==> config.mk <==
export PLATFORM = sky130hd
export DESIGN_NAME = cbsi_top
export DESIGN_NICKNAME = d
export VERILOG_FILES = /design/src/include/cbsi_pkg.sv /design/src/hdl/cbsi_top.sv
export SDC_FILE = /design/constraint.sdc
export NUM_CORES = 1
export LEC_CHECK = 0
export BUFFER_PORTS_ARGS = -buffer_cell sky130_fd_sc_hd__buf_4
export CORE_AREA = 5 5 111 154
export CTS_BUF_LIST = sky130_fd_sc_hd__clkbuf_4 sky130_fd_sc_hd__clkbuf_8
export DETAILED_ROUTE_END_ITERATION = 7
export DIE_AREA = 0 0 116 159
export PLACE_DENSITY = 0.87
export SKIP_CTS_REPAIR_TIMING = 1
export SYNTH_ARGS = -nofsm -noshare
export SYNTH_HDL_FRONTEND = slang
export SYNTH_SLANG_ARGS = --single-unit
==> constraint.sdc <==
create_clock -name aclk -period 4.3 [get_ports aclk]
set_input_delay 0.86 -clock aclk [delete_from_list [all_inputs] [get_ports aclk]]
set_output_delay 0.86 -clock aclk [all_outputs]
set_load 0.03 [all_outputs]
==> src/include/cbsi_pkg.sv <==
// Constants, register map and carrier types for the bus status interface
package cbsi_pkg;
  localparam int CLK_PERIOD_NS = 8;
  localparam int PHASE_NS = 125;
  // Longest phase time, rounded down to whole cycles
  localparam int PHASE_CYC = (PHASE_NS / CLK_PERIOD_NS) < 1 ? 1 : PHASE_NS / CLK_PERIOD_NS;

  localparam logic [7:0] REG_ADDR = 8'h00;
  localparam logic [7:0] REG_WDATA = 8'h04;
  localparam logic [7:0] REG_CTRL = 8'h08;
  localparam logic [7:0] REG_STAT = 8'h0c;
  localparam logic [7:0] REG_RDATA = 8'h10;

  localparam int CTRL_WRITE = 0;
  localparam int CTRL_BE_EVEN = 1;
  localparam int CTRL_BE_ODD = 2;
  localparam int CTRL_STAT_LSB = 3;
  localparam int STAT_BUSY = 0;
  localparam int STAT_HOLD = 1;
  localparam int STAT_FAULT = 2;
  localparam int STAT_CANCEL = 3;

  localparam logic [1:0] RESP_OKAY = 2'h0;
  localparam logic [1:0] RESP_DECERR = 2'h3;

  // Bit 0 is S1 and leaves on data line 8
  typedef struct packed {
    logic firmware_fetch_flag;
    logic memory_renew_flag;
    logic operand_fetch_flag;
    logic opcode_fetch_flag;
    logic peripheral_reset_flag;
    logic last_instr_cycle_flag;
    logic bus_grant_flag;
    logic interrupt_grant_flag;
  } cbsi_status_t;

  localparam cbsi_status_t STATUS_IDLE = 8'h08;

  typedef struct packed {
    logic [23:0] addr;
    logic [15:0] wdata;
    logic write;
    logic be_odd;
    logic be_even;
    cbsi_status_t stat;
  } cbsi_cmd_t;

  typedef enum logic [1:0] {PH_SETUP, PH_ROW, PH_COL, PH_WAIT} cbsi_phase_t;
endpackage

==> src/hdl/cbsi_top.sv <==
// Multiplexed external bus sequencer with bus status byte, AXI4-Lite controlled
// Summary of operation
// - Address bits 16..9 then 8..1 leave on eight pins, middle byte first.
// - Multiplexed low address pins float while an external agent holds the bus.
// - High address shares low data lines; status byte shares high data lines.
// - Writes drive shared address, status and data with the low-address timing.
// - Reads float shared drivers; memory drives read data onto those lines.
// - High address and status stand valid across the falling row strobe edge for latching.
// - Status S1 int grant, S2 bus grant, S3 last, S4 reset, S7 renew, S8 firmware.
// - Interrupt grant bit raised; controller answers on the low eight data lines.
// - Bus grant bit announces hold entry at the end of the present cycle.
// - In hold, strobes keep running and status is driven during the row phase.
// - In hold, data, address and write strobes float outside the status phase.
// - Last-instruction bit is high on the final bus cycle of an instruction.
// - Peripheral reset bit goes low only for a system reset instruction.
// - Processor reset input never drives the peripheral reset bit low.
// - Opcode-fetch bit marks program-counter fetches into the instruction queue.
// - Operand-fetch bit marks addresses produced by instruction execution.
// - Memory-renew bit is high during every refresh cycle.
// - Firmware-fetch bit is high during every external microcode fetch.
// - Low hold request floats address and data; strobes and status keep going.
// - Low ready freezes the cycle with both strobes low until ready returns.
//
// Design decisions made here: the AXI4-Lite register port and the placing of the registers.
`timescale 1ns/1ps
`default_nettype none
module cbsi_top import cbsi_pkg::*; #(
  parameter int DIV = PHASE_CYC,
  parameter int AW = 8
) (
  input wire logic aclk, // System clock
  input wire logic aresetn, // Synchronous reset, low
  input wire logic [AW-1:0] s_axi_awaddr, // Write address
  input wire logic [2:0] s_axi_awprot, // Unused
  input wire logic s_axi_awvalid, // Write address valid
  output logic s_axi_awready, // Write address ready
  input wire logic [31:0] s_axi_wdata, // Write data
  input wire logic [3:0] s_axi_wstrb, // Byte strobes
  input wire logic s_axi_wvalid, // Write data valid
  output logic s_axi_wready, // Write data ready
  output logic [1:0] s_axi_bresp, // Write response
  output logic s_axi_bvalid, // Write response valid
  input wire logic s_axi_bready, // Write response ready
  input wire logic [AW-1:0] s_axi_araddr, // Read address
  input wire logic [2:0] s_axi_arprot, // Unused
  input wire logic s_axi_arvalid, // Read address valid
  output logic s_axi_arready, // Read address ready
  output logic [31:0] s_axi_rdata, // Read data
  output logic [1:0] s_axi_rresp, // Read response
  output logic s_axi_rvalid, // Read data valid
  input wire logic s_axi_rready, // Read data ready
  output logic [7:0] mux_addr_o, // Middle then low address
  output logic mux_addr_oe_n, // Low while driving
  input wire logic [15:0] ad_i, // Shared lines, sensed
  output logic [15:0] ad_o, // Shared lines, driven
  output logic ad_lo_oe_n, // Low byte enable, low drives
  output logic ad_hi_oe_n, // High byte enable, low drives
  output logic row_strobe_n, // Row strobe, low active
  output logic col_strobe_n, // Column strobe, low active
  output logic bus_clk_o, // Bus clock
  output logic write_strobe_even_byte_n, // Even byte write, low
  output logic write_strobe_odd_byte_n, // Odd byte write, low
  output logic write_strobe_oe_n, // Low while driving strobes
  input wire logic mem_ready, // Memory ready, low stalls
  input wire logic bus_hold_request_n, // Hold request, low
  input wire logic bus_fault_input_n, // Bus fault, low
  input wire logic opcode_cancel_input_n // Instruction cancel, low
);

  function automatic logic [31:0] merge_bytes(logic [31:0] o, logic [31:0] n,
                                              logic [3:0] s);
    logic [31:0] r;
    r = o;
    for (int i = 0; i < 4; i++) begin
      if (s[i]) begin
        r[8*i +: 8] = n[8*i +: 8];
      end
    end
    return r;
  endfunction

  // Phase divider
  logic [15:0] div_cnt;
  wire tick = (div_cnt == 16'(DIV - 1));

  always_ff @(posedge aclk) begin
    if (!aresetn || tick) begin
      div_cnt <= 16'h0000;
    end else begin
      div_cnt <= div_cnt + 16'h0001;
    end
  end

  // AXI write channel
  logic aw_have;
  logic w_have;
  logic [7:0] wr_addr;
  logic [31:0] wr_data;
  logic [3:0] wr_strb;
  wire aw_take = s_axi_awvalid & s_axi_awready;
  wire w_take = s_axi_wvalid & s_axi_wready;
  wire wr_do = aw_have & w_have & ~s_axi_bvalid;
  wire next_aw_have = (aw_have | aw_take) & ~wr_do;
  wire next_w_have = (w_have | w_take) & ~wr_do;
  wire wsel_addr = (wr_addr == REG_ADDR);
  wire wsel_wdata = (wr_addr == REG_WDATA);
  wire wsel_ctrl = (wr_addr == REG_CTRL);
  wire wsel_stat = (wr_addr == REG_STAT);
  wire wsel_rdata = (wr_addr == REG_RDATA);
  wire wr_hit = wsel_addr | wsel_wdata | wsel_ctrl | wsel_stat | wsel_rdata;

  always_ff @(posedge aclk) begin
    if (!aresetn) begin
      aw_have <= 1'b0;
      w_have <= 1'b0;
      s_axi_awready <= 1'b0;
      s_axi_wready <= 1'b0;
      wr_addr <= 8'h00;
      wr_data <= 32'h0000_0000;
      wr_strb <= 4'h0;
    end else begin
      aw_have <= next_aw_have;
      w_have <= next_w_have;
      s_axi_awready <= ~next_aw_have;
      s_axi_wready <= ~next_w_have;
      if (aw_take) begin
        wr_addr <= s_axi_awaddr[7:0];
      end
      if (w_take) begin
        wr_data <= s_axi_wdata;
        wr_strb <= s_axi_wstrb;
      end
    end
  end

  always_ff @(posedge aclk) begin
    if (!aresetn) begin
      s_axi_bvalid <= 1'b0;
      s_axi_bresp <= RESP_OKAY;
    end else if (wr_do) begin
      s_axi_bvalid <= 1'b1;
      s_axi_bresp <= wr_hit ? RESP_OKAY : RESP_DECERR;
    end else if (s_axi_bready) begin
      s_axi_bvalid <= 1'b0;
    end
  end

  // Command registers
  logic [31:0] cmd_addr;
  logic [31:0] cmd_wdata;
  logic [31:0] cmd_ctrl;
  logic pending;
  logic fault_flag;
  logic cancel_flag;
  logic [15:0] read_data;
  wire [31:0] ctrl_new = merge_bytes(cmd_ctrl, wr_data, wr_strb);
  wire launch = wr_do & wsel_ctrl & ~pending & (|wr_strb[1:0]);
  wire clr_fault = wr_do & wsel_stat & wr_strb[0] & wr_data[STAT_FAULT];
  wire clr_cancel = wr_do & wsel_stat & wr_strb[0] & wr_data[STAT_CANCEL];

  always_ff @(posedge aclk) begin
    if (!aresetn) begin
      cmd_addr <= 32'h0000_0000;
      cmd_wdata <= 32'h0000_0000;
      cmd_ctrl <= 32'h0000_0000;
    end else if (wr_do && !pending) begin
      if (wsel_addr) begin
        cmd_addr <= merge_bytes(cmd_addr, wr_data, wr_strb) & 32'h00ff_ffff;
      end
      if (wsel_wdata) begin
        cmd_wdata <= merge_bytes(cmd_wdata, wr_data, wr_strb) & 32'h0000_ffff;
      end
      if (wsel_ctrl) begin
        cmd_ctrl <= ctrl_new & 32'h0000_07ff;
      end
    end
  end

  // Sequencer state
  cbsi_phase_t phase;
  logic in_hold;
  logic announce;
  logic active;
  cbsi_cmd_t cur;
  wire cyc_end = tick & (phase == PH_WAIT) & mem_ready;
  wire hold_req = ~bus_hold_request_n;
  wire next_in_hold = announce | (in_hold & hold_req);
  wire load = cyc_end & ~next_in_hold & pending;

  cbsi_cmd_t pend_cmd;
  always_comb begin
    pend_cmd.addr = cmd_addr[23:0];
    pend_cmd.wdata = cmd_wdata[15:0];
    pend_cmd.write = cmd_ctrl[CTRL_WRITE];
    pend_cmd.be_even = cmd_ctrl[CTRL_BE_EVEN];
    pend_cmd.be_odd = cmd_ctrl[CTRL_BE_ODD];
    // Control bit for reset instruction is inverted onto the low-active flag
    pend_cmd.stat = cmd_ctrl[CTRL_STAT_LSB +: 8] ^ STATUS_IDLE;
    pend_cmd.stat.bus_grant_flag = hold_req;
  end

  cbsi_status_t hold_stat;
  always_comb begin
    hold_stat = STATUS_IDLE;
    hold_stat.bus_grant_flag = 1'b1;
  end

  cbsi_status_t idle_stat;
  always_comb begin
    idle_stat = STATUS_IDLE;
    idle_stat.bus_grant_flag = hold_req;
  end

  always_ff @(posedge aclk) begin
    if (!aresetn) begin
      pending <= 1'b0;
    end else if (launch) begin
      pending <= 1'b1;
    end else if (load) begin
      pending <= 1'b0;
    end
  end

  always_ff @(posedge aclk) begin
    if (!aresetn) begin
      phase <= PH_SETUP;
    end else if (tick) begin
      case (phase)
        PH_SETUP: phase <= PH_ROW;
        PH_ROW: phase <= PH_COL;
        PH_COL: phase <= PH_WAIT;
        PH_WAIT: phase <= mem_ready ? PH_SETUP : PH_WAIT;
        default: phase <= PH_SETUP;
      endcase
    end
  end

  always_ff @(posedge aclk) begin
    if (!aresetn) begin
      in_hold <= 1'b0;
      announce <= 1'b0;
      active <= 1'b0;
      cur <= '0;
      cur.stat <= STATUS_IDLE;
    end else if (cyc_end) begin
      in_hold <= next_in_hold;
      announce <= ~next_in_hold & hold_req;
      active <= load;
      if (next_in_hold) begin
        cur.stat <= hold_stat;
      end else if (pending) begin
        cur <= pend_cmd;
      end else begin
        cur.stat <= idle_stat;
      end
    end
  end

  // Error and cancel inputs, set wins over clear
  always_ff @(posedge aclk) begin
    if (!aresetn) begin
      fault_flag <= 1'b0;
      cancel_flag <= 1'b0;
    end else begin
      fault_flag <= (cyc_end & ~bus_fault_input_n) | (fault_flag & ~clr_fault);
      cancel_flag <= (tick & ~opcode_cancel_input_n) | (cancel_flag & ~clr_cancel);
    end
  end

  always_ff @(posedge aclk) begin
    if (!aresetn) begin
      read_data <= 16'h0000;
    end else if (cyc_end && active && !cur.write) begin
      read_data <= ad_i;
    end
  end

  // Pin values
  wire row_half = (phase == PH_SETUP) | (phase == PH_ROW);
  wire drive_cmd = active & ~in_hold;
  wire drive_data = drive_cmd & cur.write & ~row_half;
  wire [7:0] next_mux_addr = row_half ? cur.addr[16:9] : cur.addr[8:1];
  wire [7:0] next_ad_lo = row_half ? cur.addr[23:16] : cur.wdata[7:0];
  wire [7:0] next_ad_hi = row_half ? cur.stat : cur.wdata[15:8];
  wire next_ad_lo_oe_n = ~(drive_cmd & (row_half | drive_data));
  wire next_ad_hi_oe_n = ~(row_half | drive_data);
  wire next_row_n = (phase == PH_SETUP);
  wire next_col_n = row_half;
  wire next_we_even_n = ~(drive_cmd & cur.write & cur.be_even);
  wire next_we_odd_n = ~(drive_cmd & cur.write & cur.be_odd);

  always_ff @(posedge aclk) begin
    if (!aresetn) begin
      mux_addr_o <= 8'h00;
      mux_addr_oe_n <= 1'b1;
      ad_o <= {STATUS_IDLE, 8'h00};
      ad_lo_oe_n <= 1'b1;
      ad_hi_oe_n <= 1'b1;
      row_strobe_n <= 1'b1;
      col_strobe_n <= 1'b1;
      bus_clk_o <= 1'b0;
      write_strobe_even_byte_n <= 1'b1;
      write_strobe_odd_byte_n <= 1'b1;
      write_strobe_oe_n <= 1'b1;
    end else begin
      mux_addr_o <= next_mux_addr;
      mux_addr_oe_n <= ~drive_cmd;
      ad_o <= {next_ad_hi, next_ad_lo};
      ad_lo_oe_n <= next_ad_lo_oe_n;
      ad_hi_oe_n <= next_ad_hi_oe_n;
      row_strobe_n <= next_row_n;
      col_strobe_n <= next_col_n;
      bus_clk_o <= (phase == PH_WAIT);
      write_strobe_even_byte_n <= next_we_even_n;
      write_strobe_odd_byte_n <= next_we_odd_n;
      write_strobe_oe_n <= in_hold;
    end
  end

  // Status flags of the running cycle come from the command, with S4 inverted and bus grant from the hold request

  // AXI read channel
  wire ar_take = s_axi_arvalid & s_axi_arready;
  wire next_rvalid = ar_take | (s_axi_rvalid & ~s_axi_rready);
  wire [7:0] ra = s_axi_araddr[7:0];
  wire rsel_addr = (ra == REG_ADDR);
  wire rsel_wdata = (ra == REG_WDATA);
  wire rsel_ctrl = (ra == REG_CTRL);
  wire rsel_stat = (ra == REG_STAT);
  wire rsel_rdata = (ra == REG_RDATA);
  wire rd_hit = rsel_addr | rsel_wdata | rsel_ctrl | rsel_stat | rsel_rdata;
  wire [31:0] stat_word = {28'h0000000, cancel_flag, fault_flag, in_hold,
                           pending | active};
  wire [31:0] rd_mux = rsel_addr ? cmd_addr :
                       rsel_wdata ? cmd_wdata :
                       rsel_ctrl ? cmd_ctrl :
                       rsel_stat ? stat_word :
                       rsel_rdata ? {16'h0000, read_data} : 32'h0000_0000;

  always_ff @(posedge aclk) begin
    if (!aresetn) begin
      s_axi_rvalid <= 1'b0;
      s_axi_arready <= 1'b0;
      s_axi_rdata <= 32'h0000_0000;
      s_axi_rresp <= RESP_OKAY;
    end else begin
      s_axi_rvalid <= next_rvalid;
      s_axi_arready <= ~next_rvalid;
      if (ar_take) begin
        s_axi_rdata <= rd_mux;
        s_axi_rresp <= rd_hit ? RESP_OKAY : RESP_DECERR;
      end
    end
  end

endmodule
`default_nettype wire

==> impl_metrics.env <==
export IMPL_r2r_slack_ps=1530
export IMPL_ff2ff_path_depth=8
export IMPL_min_period_ps=2771
export IMPL_die_width_um=116
export IMPL_ant_nets=0
export IMPL_p_int_mw=3.461
export IMPL_crit_chain="inv_1 > ha_1 > nor3b_1 > and4_1 > buf_4 > and4_2 > buf_4 > mux2i_1"
export IMPL_num_rows=54
export IMPL_nets=1235
export IMPL_synth_edf_count=0
export IMPL_clockBufferDepth=3
export IMPL_p_clk_share_pct=43.9
export IMPL_track_usage_pct=26.26
export IMPL_globalRouteMet2Util_pct=45.55
export IMPL_io_buffers=135
export IMPL_max_slew_margin_rel_pct=25.09
export IMPL_final_cell_mix="244 x nand2_1, 242 x dfxtp_1, 140 x buf_4"
export IMPL_hold_violations=0
export IMPL_r2r_end="cur[40]$_SDFFE_PN0P_"
export IMPL_route_detailed_drc=0
export IMPL_detail_route_wl_per_cell_um=18.16
export IMPL_htreeDepth=2
export IMPL_clock_fmax_mhz=360.9
export IMPL_maxCapViolations=0
export IMPL_cts_tree="done"
export IMPL_crit_arrival_ps=3200
export IMPL_crit_top_cell="buf_4"
export IMPL_routed_wirelength_um=24850
export IMPL_dp_slack_ps=1322
export IMPL_hold_class="register to register"
export IMPL_tns_ps=0
export IMPL_async_flop_share_pct=0
export IMPL_seqPwrFrac_pct=50.8
export IMPL_postLayoutCoreUtil_pct=72.80
export IMPL_fin_crit_sh_pct=64.44
export IMPL_grt_met3_usage_pct=4.753
export IMPL_dr_pass1_iters=5
export IMPL_cts_sinks=242
export IMPL_ys_ff_latch=242
export IMPL_cts_root_buf="clkbuf_8"
export IMPL_syn_inst=1041
export IMPL_synth_top_area_cell="dfxtp_1"
export IMPL_worst_slack_ps=1529
export IMPL_io_pins=159
export IMPL_clock_latency_ps=510
export IMPL_power_density_mw_per_mm2=398.5
export IMPL_grt_pass1_wl_um=39340
export IMPL_p_sw_share_pct=23.23
export IMPL_final_setup_viol_count=0
export IMPL_fin_skew_ps=11.30
export IMPL_avgSynthCellArea_sq_um=9.206
export IMPL_area_growth_pct=18.06
export IMPL_clk_pin_slew_ps=60
export IMPL_vias=7965
export IMPL_synth_cell_area_sq_mm=0.009583
export IMPL_gp_congestion=0.8912
export IMPL_overflow=0
export IMPL_rsz0062_at_grt="no"
export IMPL_grt_pass1_vias=7857
export IMPL_synth_top_area_share_pct=50.55
export IMPL_synth_cell_types=60
export IMPL_synth_area_leaders="dfxtp_1 51%, mux2i_1 14%, nand2_1 9.6%"
export IMPL_fp_dieH_um=159
export IMPL_core_sq_mm=0.01554
export IMPL_use_met1_pct=30.61
export IMPL_hpwl_um=16740
export IMPL_crit_path_start_kind="register"
export IMPL_grt_max_degree=119
export IMPL_die_area_sq_mm=0.01844
export IMPL_drtIter0Drc=691
export IMPL_reg2reg_from="div_cnt[0]$_SDFF_PP0_"
export IMPL_ys_warn_count=0
export IMPL_pwr_share_comb_pct=5.3
export IMPL_num_antenna_cells=0
export IMPL_drive_gt1_share_pct=18.86
export IMPL_hp_start="cur[9]$_SDFFE_PN0P_"
export IMPL_start_util_pct=61.67
export IMPL_ir_drop_mv=0.2351
export IMPL_critical_path_class="register to register"
export IMPL_worst_path_max_fanout=24
export IMPL_ys_dominant_reg_cell="dfxtp_1"
export IMPL_numCtsBuffers=36
export IMPL_min_to="write_strobe_odd_byte_n$_SDFF_PN1_"
export IMPL_required_ps=4730
export IMPL_crit_path_top_delay_cell="and4_2"
export IMPL_final_common_cell="nand2_1"
export IMPL_cp_slowest_stage_delay_ps=780
export IMPL_status="complete, no violations"
export IMPL_hold_depth=1
export IMPL_drv_slew=0
export IMPL_tightest_slew_ps=1123
export IMPL_vias_per_cell=5.822
export IMPL_synth_seq_area_share_pct=50.55
export IMPL_static_leakage_power_nw=4.339
export IMPL_worst_setup_path_end_kind="register"
export IMPL_gr_max_usage_layer="met2"
export IMPL_p_sw_mw=1.047
export IMPL_grt_antenna_before_repair=0
[critical path: cells and delay by family (launching register included)]
| family | cells | cell delay [ps] |
|---|---|---|
| DFF | 1 | 340 |
| adders and majority gates | 1 | 140 |
| and+or+nand+nor | 3 | 1260 |
| buffers and inverters | 3 | 710 |
| muxes | 1 | 230 |
[synth_stat cells, types with 6 or more instances]
cell type / count
nand2_1: 244
dfxtp_1: 242
mux2i_1: 134
nor2_1: 61
a21oi_1: 52
clkbuf_1: 50
nand3_1: 25
o21ai_0: 24
a22oi_1: 16
buf_4: 14
nand4_1: 13
o22ai_1: 13
inv_1: 12
and3_1: 10
a32o_1: 7
nor2b_1: 7
nor3_1: 7
xor2_1: 7
buf_1: 6
nand2b_1: 6
o2bb2ai_1: 6
o31ai_1: 6
xnor2_1: 6
[per-layer routing]
| layer | wire length, um | vias to the layer above |
|---|---|---|
| met5 | 0 | - |
| met4 | 1120 | 0 |
| li1 | - | 3782 |
| met2 | 12740 | 334 |
| met1 | 9386 | 3769 |
| met3 | 1602 | 80 |
[sequential cells by signal (all words and copies together), names as in the netlist, 2 cells and up]
name         count
cmd_addr        24
cmd_ctrl        11
wr_strb          3
ad_o            16
wr_data         24
read_data       16
wr_addr          8
s_axi_rdata     24
cmd_wdata       16
cur             50
div_cnt         16
mux_addr_o       8
phase            2
[cell type report]
type,count,area [sq um]
fillers,1127,4227
repair buffers,141,1071
multi-input cells,714,4325
well taps,196,245.2
clock buffers,53,698.2
clock inverters,9,80.08
inverters,13,48.80
flip-flops and latches,242,4845
[cell families (layout without fill, tap and decap cells)]
group                      count (synthesis)  count (layout)  share of synthesized area (%)
xor gates and xnor gates                  13              13                          1.188
muxes                                    139             139                          14.58
adders and majority gates                  2               2                         0.2611
and+or+nand+nor                          413             413                          19.78
buffers and inverters                     92             216                          4.596
DFF                                      242             242                          50.55
other                                      1               8                        0.03913
AOI/OAI and AO/OA                        139             139                          8.996
[stage by stage]
stage                     hold slack (ps)  instance area (sq um)  cells  power [mW]
after CTS                           401.6                  11310   1368       4.518
after detailed placement            394.9                  10540   1306       2.574
final                               397.9                  11310   1368       4.508
after global routing                422.5                  11310   1368       4.659
after floorplan                     368.1                   9609   1048       2.486
after global placement              394.9                  10540   1306       2.569
[worst max path at each step]
stage / cells past startpoint / to / from
final: 8 / cur[40]$_SDFFE_PN0P_ / div_cnt[0]$_SDFF_PP0_
after global routing: 8 / cur[40]$_SDFFE_PN0P_ / div_cnt[0]$_SDFF_PP0_
after CTS: 8 / cur[29]$_SDFFE_PN0P_ / div_cnt[0]$_SDFF_PP0_
after detailed placement: 5 / cur[40]$_SDFFE_PN0P_ / mem_ready
after global placement: 5 / cur[40]$_SDFFE_PN0P_ / mem_ready
after floorplan: 5 / s_axi_rdata[11]$_SDFFE_PN0P_ / s_axi_araddr[6]
[power by group through the flow]
stage | logic, mW | clock network, mW | registers (mW)
final | 0.239 | 1.98 | 2.29
after CTS | 0.237 | 1.99 | 2.29
after floorplan | 0.144 | 0 | 2.34
after detailed placement | 0.234 | 0 | 2.34
after global placement | 0.231 | 0 | 2.34
after global routing | 0.259 | 2.11 | 2.29
No activity file was read; power rests on OpenSTA's default activity.
